===== src/logic/uafc_pkg.sv =====
// Package of constants and carrier types for the autoflow and modem host block
package uafc_pkg;

  // Register select codes
  localparam logic [2:0] OFS_RX_BUF     = 3'h0;
  localparam logic [2:0] OFS_INT_EN     = 3'h1;
  localparam logic [2:0] OFS_FIFO_CTL   = 3'h2;
  localparam logic [2:0] OFS_LINE_CTL   = 3'h3;
  localparam logic [2:0] OFS_MODEM_CTL  = 3'h4;
  localparam logic [2:0] OFS_MODEM_STAT = 3'h6;

  // Field positions
  localparam int LCR_DIV_BIT      = 7;
  localparam int IER_MSI_BIT      = 3;
  localparam int FCR_TRIG_LSB     = 6;
  localparam int MCR_DTR_BIT      = 0;
  localparam int MCR_RTS_BIT      = 1;
  localparam int MCR_LOOP_BIT     = 4;
  localparam int MCR_AUTOFLOW_BIT = 5;
  localparam int MSR_DCTS_BIT     = 0;
  localparam int MSR_DDSR_BIT     = 1;
  localparam int MSR_DDCD_BIT     = 3;
  localparam int MSR_CTS_BIT      = 4;
  localparam int MSR_DSR_BIT      = 5;
  localparam int MSR_DCD_BIT      = 7;

  // Reset values
  localparam logic [7:0]  REG8_RST = 8'h00;
  localparam logic [15:0] DIV_RST  = 16'h0001;

  // Receive queue sizing
  localparam int         RXQ_DEPTH = 16;
  localparam logic [4:0] RXQ_FULL  = 5'h10;
  localparam logic [4:0] RXQ_LAST  = 5'h0F;

  typedef enum logic [1:0] {
    UAFC_TRIG_1  = 2'b00,
    UAFC_TRIG_4  = 2'b01,
    UAFC_TRIG_8  = 2'b10,
    UAFC_TRIG_14 = 2'b11
  } uafc_trig_e;

  // Host and modem pins, all from outside the clock domain
  typedef struct packed {
    logic       reg_sel_bit2;
    logic       reg_sel_bit1;
    logic       reg_sel_bit0;
    logic       chip_sel_hi_a;
    logic       chip_sel_hi_b;
    logic       chip_sel_lo;
    logic       select_latch_strobe;
    logic       rd_n;
    logic       wr_n;
    logic [7:0] data;
    logic       cts_n;
    logic       dsr_n;
    logic       dcd_n;
  } uafc_pins_s;

  // Receiver status, same clock
  typedef struct packed {
    logic       push;
    logic       first_data;
    logic       busy;
    logic [7:0] data;
  } uafc_rx_s;

  // Transmitter status, same clock
  typedef struct packed {
    logic busy;
    logic stop_mid;
  } uafc_tx_s;

endpackage


===== src/logic/uafc_sync.sv =====
// Two-stage synchroniser for a bundle of asynchronous inputs
`timescale 1ns/10ps
`default_nettype none
module uafc_sync #(
  parameter int WIDTH = 1
) (
  // Clock and reset
  input  wire logic             clk,
  input  wire logic             reset_n,
  // Data
  input  wire logic [WIDTH-1:0] d,
  output var  logic [WIDTH-1:0] q
);
  logic [WIDTH-1:0] meta_reg;

  always_ff @(posedge clk or negedge reset_n) begin
    if (!reset_n) begin
      meta_reg <= '1;
      q        <= '1;
    end else begin
      meta_reg <= d;
      q        <= meta_reg;
    end
  end
endmodule // uafc_sync
`default_nettype wire


===== src/logic/uafc_baud.sv =====
// Baud divider giving the transmitter 16x clock
`timescale 1ns/10ps
`default_nettype none
module uafc_baud (
  // Clock and reset
  input  wire logic        clk,
  input  wire logic        reset_n,
  // Divisor
  input  wire logic [15:0] divisor,
  // Clock out
  output var  logic        clk_out
);
  logic [15:0] cnt_reg;
  logic [15:0] cnt_next;
  logic [15:0] div_eff;

  assign div_eff = (divisor == 16'h0000) ? 16'h0001 : divisor;

  always_comb begin
    if (cnt_reg >= div_eff - 16'h0001) begin
      cnt_next = 16'h0000;
    end else begin
      cnt_next = cnt_reg + 16'h0001;
    end
  end

  // Rate is clock over divisor
  always_ff @(posedge clk or negedge reset_n) begin
    if (!reset_n) begin
      cnt_reg <= 16'h0000;
      clk_out <= 1'b0;
    end else begin
      cnt_reg <= cnt_next;
      clk_out <= {1'b0, cnt_next} < (({1'b0, div_eff} + 17'h0_0001) >> 1);
    end
  end
endmodule // uafc_baud
`default_nettype wire


===== src/logic/uafc_core.sv =====
// Autoflow control, modem status and host pin logic of the serial controller
// Overview of operation
// - With auto clear-to-send, keep transmitting while clear-to-send is low.
// - Clear-to-send high before mid last stop bit: finish character, start no more.
// - Clear-to-send back low resumes sending pending characters.
// - Receive trigger level selectable as 1, 4, 8 or 14 bytes.
// - At levels 1, 4, 8 one extra character after withdrawal is stored.
// - Level 14: drop request-to-send at first data bit of sixteenth character.
// - Level 14: raise again if one free and idle, or more free.
// - Level 14, queue full: first receive buffer read raises request-to-send.
// - Selects pass while strobe low, held from its rising edge.
// - 16x clock out equals reference clock over divisor latch.
// - Selected only with both high selects high and low select low.
// - Status bit 4 shows clear-to-send, bit 0 flags its change.
// - Clear-to-send change interrupts only if enabled and auto mode off.
// - Status bit 7 shows carrier, bit 3 flags change, may interrupt.
// - Status bit 5 shows data-set-ready, bit 1 flags change, may interrupt.
// - Eight-bit three-state data bus to the host.
// - Transceiver disable high whenever host is not reading.
// - Terminal-ready output active low when its control bit is set.
// - Terminal-ready inactive at reset, in loopback, or bit cleared.
// - Control bits 5 and 1 give full autoflow; bit 5 only gives auto-CTS.
// - Levels 1, 4, 8: drop at trigger level, raise once queue empty.
`timescale 1ns/10ps
`default_nettype none
module uafc_core (
  // Clock and reset
  input  wire logic                clk,
  input  wire logic                reset_n,
  // Host and modem pins
  input  wire uafc_pkg::uafc_pins_s pins_in,
  output var  logic [7:0]          data_out,
  output var  logic                data_oe,
  output var  logic                xcvr_disable_out,
  // Modem outputs
  output var  logic                dtr_n_out,
  output var  logic                rts_n_out,
  output var  logic                modem_irq,
  output var  logic                tx_16x_clock_out,
  // Receiver and transmitter
  input  wire uafc_pkg::uafc_rx_s   rx,
  input  wire uafc_pkg::uafc_tx_s   tx,
  output var  logic                tx_go
);
  import uafc_pkg::*;

  uafc_pins_s  pins_s;
  logic [5:0]  sel_hold_reg;
  logic [5:0]  sel_live;
  logic [5:0]  sel_eff;
  logic [2:0]  addr;
  logic        selected;
  logic        rd_act;
  logic        wr_act;
  logic        rd_prev_reg;
  logic        wr_prev_reg;
  logic        rd_pulse;
  logic        wr_pulse;
  logic [7:0]  ie_reg;
  logic [7:0]  lcr_reg;
  logic [7:0]  mcr_reg;
  logic [15:0] div_reg;
  uafc_trig_e  trig_reg;
  logic        dlab;
  logic        auto_cts;
  logic        auto_rts;
  logic [2:0]  mst_now;
  logic [2:0]  mst_prev_reg;
  logic [2:0]  chg;
  logic [2:0]  delta_reg;
  logic [7:0]  msr;
  logic        msr_read;
  logic [7:0]  rxq_mem [RXQ_DEPTH];
  logic [3:0]  wr_ptr_reg;
  logic [3:0]  rd_ptr_reg;
  logic [4:0]  cnt_reg;
  logic        push;
  logic        pop;
  logic        rts_auto_reg;

  // Selection level decode
  function automatic logic chip_on(input logic [5:0] s);
    return s[2] && s[1] && !s[0];
  endfunction

  // Trigger level in bytes
  function automatic logic [4:0] trig_level(input uafc_trig_e t);
    case (t)
      UAFC_TRIG_1: return 5'h01;
      UAFC_TRIG_4: return 5'h04;
      UAFC_TRIG_8: return 5'h08;
      default:     return 5'h0E;
    endcase
  endfunction

  uafc_sync #(.WIDTH($bits(uafc_pins_s))) u_sync (
    .clk     (clk),
    .reset_n (reset_n),
    .d       (pins_in),
    .q       (pins_s)
  );

  uafc_baud u_baud (
    .clk     (clk),
    .reset_n (reset_n),
    .divisor (div_reg),
    .clk_out (tx_16x_clock_out)
  );

  // Select latch and chip decode
  assign sel_live = {pins_s.reg_sel_bit2, pins_s.reg_sel_bit1, pins_s.reg_sel_bit0,
                     pins_s.chip_sel_hi_a, pins_s.chip_sel_hi_b, pins_s.chip_sel_lo};
  assign sel_eff  = pins_s.select_latch_strobe ? sel_hold_reg : sel_live;
  assign addr     = sel_eff[5:3];
  assign selected = chip_on(sel_eff);
  assign rd_act   = selected && !pins_s.rd_n;
  assign wr_act   = selected && !pins_s.wr_n;
  assign rd_pulse = rd_act && !rd_prev_reg;
  assign wr_pulse = wr_act && !wr_prev_reg;
  assign dlab     = lcr_reg[LCR_DIV_BIT];
  assign auto_cts = mcr_reg[MCR_AUTOFLOW_BIT];
  assign auto_rts = mcr_reg[MCR_AUTOFLOW_BIT] && mcr_reg[MCR_RTS_BIT];

  always_ff @(posedge clk or negedge reset_n) begin
    if (!reset_n) begin
      sel_hold_reg <= 6'h00;
    end else if (!pins_s.select_latch_strobe) begin
      sel_hold_reg <= sel_live;
    end
  end

  always_ff @(posedge clk or negedge reset_n) begin
    if (!reset_n) begin
      rd_prev_reg <= 1'b0;
      wr_prev_reg <= 1'b0;
    end else begin
      rd_prev_reg <= rd_act;
      wr_prev_reg <= wr_act;
    end
  end

  // Register writes
  always_ff @(posedge clk or negedge reset_n) begin
    if (!reset_n) begin
      ie_reg   <= REG8_RST;
      lcr_reg  <= REG8_RST;
      mcr_reg  <= REG8_RST;
      div_reg  <= DIV_RST;
      trig_reg <= UAFC_TRIG_1;
    end else if (wr_pulse) begin
      case (addr)
        OFS_RX_BUF:    if (dlab) div_reg[7:0] <= pins_s.data;
        OFS_INT_EN: begin
          if (dlab) begin
            div_reg[15:8] <= pins_s.data;
          end else begin
            ie_reg <= pins_s.data;
          end
        end
        OFS_FIFO_CTL:  trig_reg <= uafc_trig_e'(pins_s.data[FCR_TRIG_LSB +: 2]);
        OFS_LINE_CTL:  lcr_reg <= pins_s.data;
        OFS_MODEM_CTL: mcr_reg <= pins_s.data;
        default: ;
      endcase
    end
  end

  // Modem status and change flags
  assign mst_now  = {~pins_s.dcd_n, ~pins_s.dsr_n, ~pins_s.cts_n};
  assign chg      = mst_now ^ mst_prev_reg;
  assign msr_read = rd_pulse && (addr == OFS_MODEM_STAT);
  always_comb begin
    msr               = 8'h00;
    msr[MSR_DCTS_BIT] = delta_reg[0];
    msr[MSR_DDSR_BIT] = delta_reg[1];
    msr[MSR_DDCD_BIT] = delta_reg[2];
    msr[MSR_CTS_BIT]  = mst_now[0];
    msr[MSR_DSR_BIT]  = mst_now[1];
    msr[MSR_DCD_BIT]  = mst_now[2];
  end

  always_ff @(posedge clk or negedge reset_n) begin
    if (!reset_n) begin
      mst_prev_reg <= 3'h0;
      delta_reg    <= 3'h0;
    end else begin
      mst_prev_reg <= mst_now;
      delta_reg    <= (delta_reg & ~{3{msr_read}}) | chg;
    end
  end

  always_ff @(posedge clk or negedge reset_n) begin
    if (!reset_n) begin
      modem_irq <= 1'b0;
    end else begin
      modem_irq <= ie_reg[IER_MSI_BIT] && ((delta_reg[0] && !auto_cts)
                   || delta_reg[1] || delta_reg[2]);
    end
  end

  // Host data bus
  always_ff @(posedge clk or negedge reset_n) begin
    if (!reset_n) begin
      data_out         <= 8'h00;
      data_oe          <= 1'b0;
      xcvr_disable_out <= 1'b1;
    end else begin
      data_oe          <= rd_act;
      xcvr_disable_out <= !rd_act;
      if (rd_pulse) begin
        case (addr)
          OFS_RX_BUF:     data_out <= dlab ? div_reg[7:0] : rxq_mem[rd_ptr_reg];
          OFS_INT_EN:     data_out <= dlab ? div_reg[15:8] : ie_reg;
          OFS_LINE_CTL:   data_out <= lcr_reg;
          OFS_MODEM_CTL:  data_out <= mcr_reg;
          OFS_MODEM_STAT: data_out <= msr;
          default:        data_out <= 8'h00;
        endcase
      end
    end
  end

  // Modem control outputs
  always_ff @(posedge clk or negedge reset_n) begin
    if (!reset_n) begin
      dtr_n_out <= 1'b1;
      rts_n_out <= 1'b1;
    end else begin
      dtr_n_out <= !(mcr_reg[MCR_DTR_BIT] && !mcr_reg[MCR_LOOP_BIT]);
      rts_n_out <= auto_rts ? !rts_auto_reg : !mcr_reg[MCR_RTS_BIT];
    end
  end

  // Receive queue
  assign push = rx.push && (cnt_reg != RXQ_FULL);
  assign pop  = rd_pulse && (addr == OFS_RX_BUF) && !dlab && (cnt_reg != 5'h00);

  always_ff @(posedge clk) begin
    if (push) begin
      rxq_mem[wr_ptr_reg] <= rx.data;
    end
  end

  always_ff @(posedge clk or negedge reset_n) begin
    if (!reset_n) begin
      wr_ptr_reg <= 4'h0;
      rd_ptr_reg <= 4'h0;
      cnt_reg    <= 5'h00;
    end else begin
      if (push) wr_ptr_reg <= wr_ptr_reg + 4'h1;
      if (pop) rd_ptr_reg <= rd_ptr_reg + 4'h1;
      cnt_reg <= cnt_reg + {4'h0, push} - {4'h0, pop};
    end
  end

  // Automatic request-to-send
  always_ff @(posedge clk or negedge reset_n) begin
    if (!reset_n) begin
      rts_auto_reg <= 1'b1;
    end else if (trig_reg == UAFC_TRIG_14) begin
      if (rx.first_data && cnt_reg == RXQ_LAST) begin
        rts_auto_reg <= 1'b0;
      end else if (pop && cnt_reg == RXQ_FULL) begin
        rts_auto_reg <= 1'b1;
      end else if (cnt_reg < RXQ_LAST || (cnt_reg == RXQ_LAST && !rx.busy)) begin
        rts_auto_reg <= 1'b1;
      end
    end else begin
      if (cnt_reg >= trig_level(trig_reg)) begin
        rts_auto_reg <= 1'b0;
      end else if (cnt_reg == 5'h00) begin
        rts_auto_reg <= 1'b1;
      end
    end
  end

  // Transmit start gate
  always_ff @(posedge clk or negedge reset_n) begin
    if (!reset_n) begin
      tx_go <= 1'b1;
    end else if (!auto_cts) begin
      tx_go <= 1'b1;
    end else if (tx.busy) begin
      if (tx.stop_mid) tx_go <= mst_now[0];
    end else begin
      tx_go <= mst_now[0];
    end
  end
endmodule // uafc_core
`default_nettype wire


===== config.mk =====
export PLATFORM = sky130hd
export DESIGN_NAME = uafc_core
export DESIGN_NICKNAME = d
export VERILOG_FILES = /design/src/logic/uafc_pkg.sv /design/src/logic/uafc_sync.sv /design/src/logic/uafc_baud.sv /design/src/logic/uafc_core.sv
export SDC_FILE = /design/constraint.sdc
export NUM_CORES = 1
export LEC_CHECK = 0
export BUFFER_PORTS_ARGS = -buffer_cell sky130_fd_sc_hd__buf_2
export CAP_MARGIN = 15
export CORE_MARGIN = 5
export CORE_UTILIZATION = 60
export DETAILED_ROUTE_END_ITERATION = 10
export GPL_TIMING_DRIVEN = 0
export PLACE_DENSITY = 0.85
export RECOVER_POWER = 50
export SLEW_MARGIN = 20
export SYNTH_ARGS = -nofsm -noshare
export SYNTH_HDL_FRONTEND = slang
export SYNTH_SLANG_ARGS = --single-unit

===== constraint.sdc =====
create_clock -name clk -period 14.6 [get_ports clk]
set_clock_uncertainty 0.15 [all_clocks]
set_input_delay 0.73 -clock clk [delete_from_list [all_inputs] [get_ports clk]]
set_output_delay 0.73 -clock clk [all_outputs]
set_load 0.02 [all_outputs]

==> impl_metrics.json, run 1 <==
{
  "cts_root_buffer": "clkbuf_16",
  "final_common_cell": "edfxtp_1",
  "hold_class": "primary input to flip-flop",
  "endpoint": "lcr_reg[0]",
  "timing_worst_setup_path_type": "primary input to async pin",
  "synth-edff-count": 128,
  "crit_start": "reset_n",
  "cts_buffers": 27,
  "max_freq_mhz": 138.9,
  "clk_pin_slew_ps": 60,
  "seq_area_frac_synth_pct": 61.05,
  "cts_max_path_buffers": 3,
  "cp_max_fo": 98,
  "drt_first_pass_iters": 5,
  "drc": 0,
  "cts_resized": 0,
  "r2r-end": "u_baud.clk_out",
  "grt_use_met2_pct": 40.11,
  "rows": 52,
  "finalMaxSlewViolations": 143,
  "drv_cap": 2,
  "ir_drop_mv": 0.1164,
  "grt_max_degree": 99,
  "die_w_um": 152.2,
  "grt.met3_usage_pct": 4.005,
  "syn_area_um2": 12130,
  "crit_path_end_kind": "async pin",
  "final_cell_area_um2": 13630,
  "grt.busiest_layer": "met2",
  "track_usage_pct": 23.11,
  "dieArea_um2": 23160,
  "hold_viol": 0,
  "diodes": 0,
  "largest_reg_flops": 128,
  "via_per_inst": 6.219,
  "totalWireLength_mm": 26.92,
  "cp-start-kind": "primary input",
  "fin_tns_setup_ps": 0,
  "reg2reg_from": "div_reg[5]",
  "status": "complete, but fails checks",
  "synthFlopType": "edfxtp_1",
  "drt_iter0_drc": 669,
  "dp_cells": 1189,
  "synth-seq-cells": 268,
  "cp.arrival_ps": 6500,
  "cts_setup_buffers": 0,
  "start_util_pct": 60.53,
  "tritoncts": "built",
  "worstPathRequired_ps": 13900,
  "hpwl_mm": 18.29,
  "leakage_nw": 5.337,
  "final_cells": 1240,
  "ctsHoldBuffers": 1,
  "place.gp.congestion": 0.8438,
  "io_pins": 50,
  "finalCritPeriodShare_pct": 49.31,
  "synthDistinctLibCells": 64,
  "synth_fp_nets": 956,
  "grt_pass1_vias": 7982,
  "final_cell_mix": "128 x edfxtp_1, 94 x dfrtp_1, 63 x mux2_2",
  "syn_inst": 869,
  "antenna_found_initial": 0,
  "synth_area_per_cell_um2": 13.96,
  "violations": "capacitance limit, slew limit",
  "fin_hold_ws_ps": 135.7,
  "layout-drive-gt1-share_pct": 23.20,
  "worstSkewPairLatency_ps": 530,
  "final_util_pct": 68.03,
  "placed_area_um2": 12750,
  "reg2reg_depth": 24,
  "core-area_um2": 20040,
  "num_vias": 7711,
  "grt_overflow": 0,
  "ys.warnings.count": 0,
  "fin_crit_ps": 7199,
  "antenna_left": 0,
  "powerDensity_nw_per_um2": 157.3,
  "final-setup-viol-count": 0,
  "grt_util_met1_pct": 30.00,
  "grt_setup_unrepaired": "no",
  "ys_async_sr_fraction_pct": 52.24,
  "die_h_um": 152.2,
  "clock_sinks": 268,
  "io_buffers": 49,
  "htreeDepth": 1,
  "nNetsFinal": 1036,
  "worst_pin_slew_ps": 4930,
  "slew_headroom_pct": -228.7,
  "area_growth_pct": 12.40,
  "r2r_slack_ps": 8140,
  "routedWlPerCell_um": 21.71,
  "grt_pass1_wl_mm": 43.06
}
## synthesized netlist by cell type, types with 10 or more instances
| master | number | share of area (%) |
|---|---|---|
| edfxtp_1 | 128 | 32 |
| dfrtp_1 | 94 | 19 |
| mux2_2 | 63 | 5.8 |
| ha_1 | 51 | 5.3 |
| dfstp_2 | 46 | 10 |
| nand2_1 | 41 | 1.3 |
| nor2_1 | 35 | 1.1 |
| inv_1 | 27 | 0.84 |
| o21ai_0 | 27 | 1.1 |
| a21oi_1 | 25 | 1.0 |
| xnor2_1 | 25 | 1.8 |
| xor2_1 | 25 | 1.8 |
| clkbuf_1 | 22 | 0.68 |
| mux4_2 | 20 | 3.7 |
| and2_1 | 19 | 0.98 |
| nand3_1 | 19 | 0.78 |
| nor2b_1 | 17 | 0.88 |
| nor3_1 | 16 | 0.66 |
| o211ai_1 | 10 | 0.62 |
## how the worst min path moves through the flow
stage / startpoint / cells after the start / end
final: pins_in[9] / 1 / u_sync.meta_reg[9]
after global routing: pins_in[14] / 1 / u_sync.meta_reg[14]
after CTS: pins_in[12] / 1 / u_sync.meta_reg[12]
after detailed placement: u_sync.meta_reg[16] / 0 / u_sync.q[16]
after global placement: u_sync.meta_reg[1] / 0 / u_sync.q[1]
after floorplan: u_sync.meta_reg[0] / 0 / u_sync.q[0]
## metrics by stage
step	setup WS [ps]	total power, W
floorplan	9418	0.001286
global placement	8404	0.001411
detailed placement	8260	0.001442
CTS	8226	0.002157
global route	5890	0.002248
finish	7401	0.002145
## where the power goes
group | leakage, nW | total [W] | switching (W) | internal, W
Sequential | 2.86 | 0.000949 | 0.0000577 | 0.000891
Combinational | 2.01 | 0.000488 | 0.000287 | 0.000201
Clock | 0.462 | 0.000708 | 0.000279 | 0.000429
## kinds of logic after synthesis
logic type	after synthesis	share of synthesized area, %
mux	91	10.25
fa+ha+maj	52	5.426
xor+xnor	50	3.610
flops	268	61.05
simple gates	209	9.645
compound gates	136	7.974
buf+inv	63	2.042
## metal layers
layer / share of wire (%) / vias up
met1: 40 / 3885
met3: 6.3 / 84
met5: 0 / -
met4: 3.3 / 0
li1: - / 3432
met2: 51 / 310
## worst max-delay path, cell delays in order
cell and delay, ps:
dlygate4sd3_1 520, clkbuf_1 1610, clkbuf_1 3540
## final cells by class
cell class	count	area (µm²)
flip-flops and latches	268	7405
repair buffers	51	245.2
clock buffers	34	742.0
multi-input cells	538	4477
fillers	1399	6406
plain buffers	35	141.4
inverters	28	105.1
well taps	270	337.8
clock inverters	16	180.2
Power figures use the tool's default switching activity.
==> run 2: changes to the inputs <==
CORE_UTILIZATION = 56   (was 60)
PLACE_DENSITY = 0.83   (was 0.85)
clock period = 6 ns   (was 14.6 ns; I/O delays follow)
==> run 2 against run 1 <==
The flow still finishes with violations (capacitance limit, slew limit). Critical path type is now flip-flop to flip-flop. Clock power is 130% higher. Largest power group unchanged. Largest cell class unchanged. First-iteration DRC count is 2.5% higher. Combinational power is 150% higher. Register-to-register slack worse by 7900 ps. Count of clock-buffer cells in the layout is 11 higher. Via count is 0.60% lower. Die area is 6.7% higher. Sequential share of layout area is 0.92 points lower. Utilization is 2.5 points lower. Worst setup slack worse by 7200 ps. Sequential power is 140% higher.
==> impl_metrics.json, run 2 (synthesized netlist as in run 1, its figures left out) <==
{
  "status": "complete, but fails checks",
  "violations": "capacitance limit, slew limit",
  "leakage_nw": 5.427,
  "drc": 0,
  "cp_max_fo": 10,
  "setup_ws_ps": 235.8,
  "antenna_left": 0,
  "track_usage_pct": 22.23,
  "drv_cap": 2,
  "final_cells": 1268,
  "final_common_cell": "edfxtp_1",
  "p_total_w": 0.005136,
  "antenna_found_initial": 0,
  "cts_max_path_buffers": 3,
  "cts_root_buffer": "clkbuf_16",
  "final-setup-viol-count": 0,
  "htreeDepth": 1,
  "fin_crit_ps": 5764,
  "grt_overflow": 0,
  "largest_reg_flops": 128,
  "crit_path_end_kind": "flip-flop",
  "worstSkewPairLatency_ps": 530,
  "tritoncts": "built",
  "layout-drive-gt1-share_pct": 23.06,
  "hpwl_mm": 18.24,
  "ir_drop_mv": 0.2923,
  "cp.arrival_ps": 6060,
  "rows": 53,
  "worst_pin_slew_ps": 2295,
  "drt_iter0_drc": 686,
  "grt_pass1_vias": 7993,
  "drt_first_pass_iters": 5,
  "dieArea_um2": 24700,
  "seqCellArea_um2": 7406,
  "fin_tns_setup_ps": 0,
  "timing_worst_setup_path_type": "flip-flop to flip-flop",
  "grt_setup_unrepaired": "no",
  "routedWlPerCell_um": 21.34,
  "cp-start-kind": "flip-flop",
  "io_buffers": 49,
  "place.gp.congestion": 0.8936,
  "io_pins": 50,
  "cts_buffers": 27,
  "die_w_um": 157.2,
  "die_h_um": 157.2,
  "core-area_um2": 21150,
  "clock_sinks": 268,
  "fillers": 1460,
  "grt_pass1_wl_mm": 42.97,
  "slew_headroom_pct": -53.02,
  "finalMaxSlewViolations": 143,
  "powerDensity_nw_per_um2": 370.3,
  "start_util_pct": 57.34,
  "grt_max_degree": 99,
  "hold_viol": 0,
  "via_per_inst": 6.045,
  "final_cell_mix": "128 x edfxtp_1, 93 x dfrtp_1, 63 x mux2_2",
  "totalWireLength_mm": 27.06,
  "clk_pin_slew_ps": 60,
  "max_freq_mhz": 173.5,
  "diodes": 0,
  "multi_input_area_um2": 4511,
  "hold_class": "primary input to flip-flop",
  "worstPathRequired_ps": 6290,
  "nNetsFinal": 1059,
  "finalCritPeriodShare_pct": 96.07,
  "num_vias": 7665,
  "area_growth_pct": 14.35,
  "place_ws_ps": -263.2,
  "dp_cells": 1194
}
[run 2: through the flow]
stage	util (%)	hold WS (ps)	area, µm²
detailed placement	60.30	61.29	12760
global route	65.56	207.0	13870
finish	65.56	182.0	13870
floorplan	-	-145.6	12130
CTS	65.74	4.448	13910
global placement	60.12	195.7	12720
[run 2: layout make-up]
cell class	count	area share (%)
Sequential cell	268	53.40
Buffer	30	0.9202
Inverter	28	0.7578
Timing Repair Buffer	79	3.780
Multi-Input combinational cell	538	32.52
Clock buffer	45	5.945
Clock inverter	5	0.1985
Tap cell	275	2.481
[run 2: layer usage]
layer | part of all wire (%) | GRT usage, %
met1 | 40 | 29.13
met2 | 51 | 38.29
met3 | 6.6 | 3.657
met4 | 3.2 | 7.046
met5 | 0 | 0
[run 2: worst paths after layout]
| kind | start | end | slack [ps] | cells after the start |
|---|---|---|---|---|
| setup / recovery | div_reg[7] | u_baud.clk_out | 240 | 23 |
| hold / removal | rx[10] | wr_ptr_reg[0] | 180 | 4 |
| setup reg to reg | div_reg[7] | u_baud.clk_out | 240 | 23 |
| hold reg to reg | u_sync.meta_reg[15] | u_sync.q[15] | 200 | 0 |
| max in group asynchronous | reset_n | div_reg[5] | 1500 | 3 |
| min in group asynchronous | reset_n | u_baud.cnt_reg[10] | 840 | 2 |
[run 2: repair_timing]
action | CTS | global route
hold buffers | 29 | 0
buffers inserted | 0 | 0
resized for setup | 3 | 7
setup endpoints to repair | 1 | 1
endpoints found under the hold margin | 203 | 0
gates cloned | 0 | 0
[run 2: where the power goes]
| group | leakage, nW | internal, W | switching, W |
|---|---|---|---|
| Combinational | 2.15 | 0.000522 | 0.000687 |
| Sequential | 2.86 | 0.00217 | 0.000144 |
| Clock | 0.419 | 0.000933 | 0.000681 |
[run 2: worst max-delay path: stages (launching register included)]
cell and delay, ps:
dfrtp_1 490, or4_4 600, nor2_2 190, nand3_1 170
nor2_1 140, nor2_1 80, ha_1 210, nor3b_2 200
nand2_1 130, nor3_1 70, xnor2_1 160, ha_1 340
and4_1 270, nand4_1 180, a311o_1 330, nand3_2 160
clkbuf_4 230, nor2_1 80, ha_1 320, and4_1 190
and3_1 200, a221o_1 330, a221o_1 280, a31oi_1 170
==> run 3: changes to the inputs <==
--- a/config.mk
+++ b/config.mk
@@ -13,2 +13,3 @@
 export GPL_TIMING_DRIVEN = 0
+export MAX_ROUTING_LAYER = met4
 export PLACE_DENSITY = 0.83
--- a/constraint.sdc
+++ b/constraint.sdc
@@ -4,2 +4,2 @@
 set_output_delay 0.3 -clock clk [all_outputs]
-set_load 0.02 [all_outputs]
+set_load 0.05 [all_outputs]
==> run 3 against run 2 <==
The flow still finishes with violations (capacitance limit, slew limit). Sequential cell count stayed put. Clock power hardly changed. Cell area stayed put. Via count is 0.16% higher. Utilization stayed put. Critical path type unchanged. Global-route usage is 0.70 points higher. Fmax hardly changed. Critical path depth stayed put. Power is 1.3% higher. Count of clock-buffer cells in the layout stayed put. Final cell count stayed put. Register-to-register slack hardly changed.
==> impl_metrics.json, run 3 (synthesized netlist as in run 1, its figures left out) <==
{
  "netSwitchingFraction_pct": 30.32,
  "drt_iter0_drc": 623,
  "cts_max_path_buffers": 3,
  "cts_buffers": 27,
  "place.gp.congestion": 0.9116,
  "hpwl_mm": 18.24,
  "io_buffers": 49,
  "powerDensity_nw_per_um2": 374.9,
  "slew_headroom_pct": -53.05,
  "largest_reg_flops": 128,
  "min_path_cells": 4,
  "rows": 53,
  "leakage_nw": 5.427,
  "start_util_pct": 57.34,
  "max_stage_delay_ps": 600,
  "cp.arrival_ps": 6060,
  "grt_use_met2_pct": 38.29,
  "track_usage_pct": 22.93,
  "hold_viol": 0,
  "reg2reg_depth": 23,
  "die_w_um": 157.2,
  "cts_setup_buffers": 0,
  "worst_pin_slew_ps": 2296,
  "fin_tns_setup_ps": 0,
  "grt_setup_unrepaired": "no",
  "area_growth_pct": 14.35,
  "dieArea_um2": 24700,
  "grt.busiest_layer": "met2",
  "nNetsFinal": 1059,
  "tritoncts": "built",
  "timing_worst_setup_path_type": "flip-flop to flip-flop",
  "place_ws_ps": -263.2,
  "finalMaxSlewViolations": 143,
  "p_clk_share_pct": 31.1,
  "final_common_cell": "edfxtp_1",
  "grt_pass1_wl_mm": 42.99,
  "worstPathCellList": "or4_4 > nor2_2 > nand3_1 > nor2_1 > nor2_1 > ha_1 > nor3b_2 > nand2_1 > nor3_1 > xnor2_1 > ha_1 > and4_1 > nand4_1 > a311o_1 > nand3_2 > clkbuf_4 > nor2_1 > ha_1 > and4_1 > and3_1 > a221o_1 > a221o_1 > a31oi_1",
  "drt_first_pass_iters": 5,
  "worstSkewPairLatency_ps": 540,
  "seqPwrFrac_pct": 44.5,
  "drc": 0,
  "worstPathRequired_ps": 6290,
  "crit_path_top_delay_cell": "or4_4",
  "final-setup-viol-count": 0,
  "grt_max_degree": 99,
  "fin_crit_ps": 5767,
  "p_int_w": 0.003623,
  "diodes": 0,
  "grt_overflow": 0,
  "p_comb_share_pct": 24.5,
  "die_h_um": 157.2,
  "grt.met3_usage_pct": 3.602,
  "status": "complete, but fails checks",
  "p_sw_w": 0.001577,
  "ir_drop_mv": 0.2909,
  "io_pins": 50,
  "routedWlPerCell_um": 21.28,
  "cp_num_cells": 23,
  "violations": "capacitance limit, slew limit",
  "crit_family": "simple AND/OR/NAND/NOR gates",
  "totalWireLength_mm": 26.98,
  "antenna_found_initial": 0,
  "via_per_inst": 6.054,
  "grt_pass1_vias": 7986,
  "cp_max_fo": 10,
  "p_total_w": 0.005200,
  "final_cell_mix": "128 x edfxtp_1, 93 x dfrtp_1, 63 x mux2_2",
  "crit_path_end_kind": "flip-flop",
  "num_vias": 7677,
  "htreeDepth": 1,
  "core-area_um2": 21150,
  "layout-drive-gt1-share_pct": 23.06,
  "clock_sinks": 268,
  "hold_class": "primary input to flip-flop",
  "cp-start-kind": "flip-flop",
  "cts_root_buffer": "clkbuf_16",
  "max_freq_mhz": 173.4,
  "antenna_left": 0,
  "critPathBufInv": 1,
  "clk_pin_slew_ps": 60,
  "drv_cap": 2,
  "setup_ws_ps": 232.9,
  "finalCritPeriodShare_pct": 96.12,
  "grt_util_met1_pct": 29.24
}
run 3: cell counts in the layout (fill, tap and decap cells not counted):
Identical to the previous run, type by type.
run 3: what timing repair did:
| item | 4_1_cts | 5_1_grt |
|---|---|---|
| hold buffers | 29 | 0 |
| endpoints found under the hold margin | 203 | 0 |
| setup endpoints to repair | 1 | 1 |
| resized for setup | 3 | 7 |
| pin swaps | 0 | 0 |
run 3: layer usage:
layer	vias up	share of wire, %
met5	-	0
li1	3460	-
met4	0	3.1
met3	74	6.3
met1	3874	39
met2	269	51
run 3: per-stage QoR:
stage          utilization (%)  cell area (µm²)  cells  hold WS (ps)
4_1_cts                  65.74            13910   1273         4.448
5_1_grt                  65.56            13870   1268         207.0
2_1_floorplan                -            12130    869        -145.6
6_report                 65.56            13870   1268         180.4
3_3_place_gp             60.12            12720   1193         195.7
3_5_place_dp             60.30            12760   1194         61.29
run 3: final timing paths:
check	startpoint	end	slack [ps]
min reg2reg	u_sync.meta_reg[15]	u_sync.q[15]	200
max in group asynchronous	reset_n	div_reg[5]	1490
min in group asynchronous	reset_n	u_baud.cnt_reg[10]	840
max	div_reg[7]	u_baud.clk_out	230
max reg2reg	div_reg[7]	u_baud.clk_out	230
min	rx[10]	wr_ptr_reg[0]	180
run 3: tightest hold or removal path: stages:
cell	delay [ps]
buf_2	90
and2_1	110
clkbuf_1	240
xnor2_1	90
run 3: power by group through the flow:
stage / combinational (W) / clock (W) / sequential [W]
floorplan: 0.000803 / 0 / 0.00239
global placement: 0.00116 / 0 / 0.00233
detailed placement: 0.00121 / 0 / 0.00234
CTS: 0.00125 / 0.00163 / 0.00231
global route: 0.00142 / 0.00171 / 0.00234
finish: 0.00127 / 0.00161 / 0.00231
run 3: final cells by class:
type | count | area, µm²
sequential | 268 | 7406
fill | 1460 | 7284
multi-input combinational | 538 | 4511
clock buffer | 45 | 824.5
timing repair buffer | 79 | 524.3
tap | 275 | 344.1
buffer | 30 | 127.6
inverter | 28 | 105.1
clock inverter | 5 | 27.53
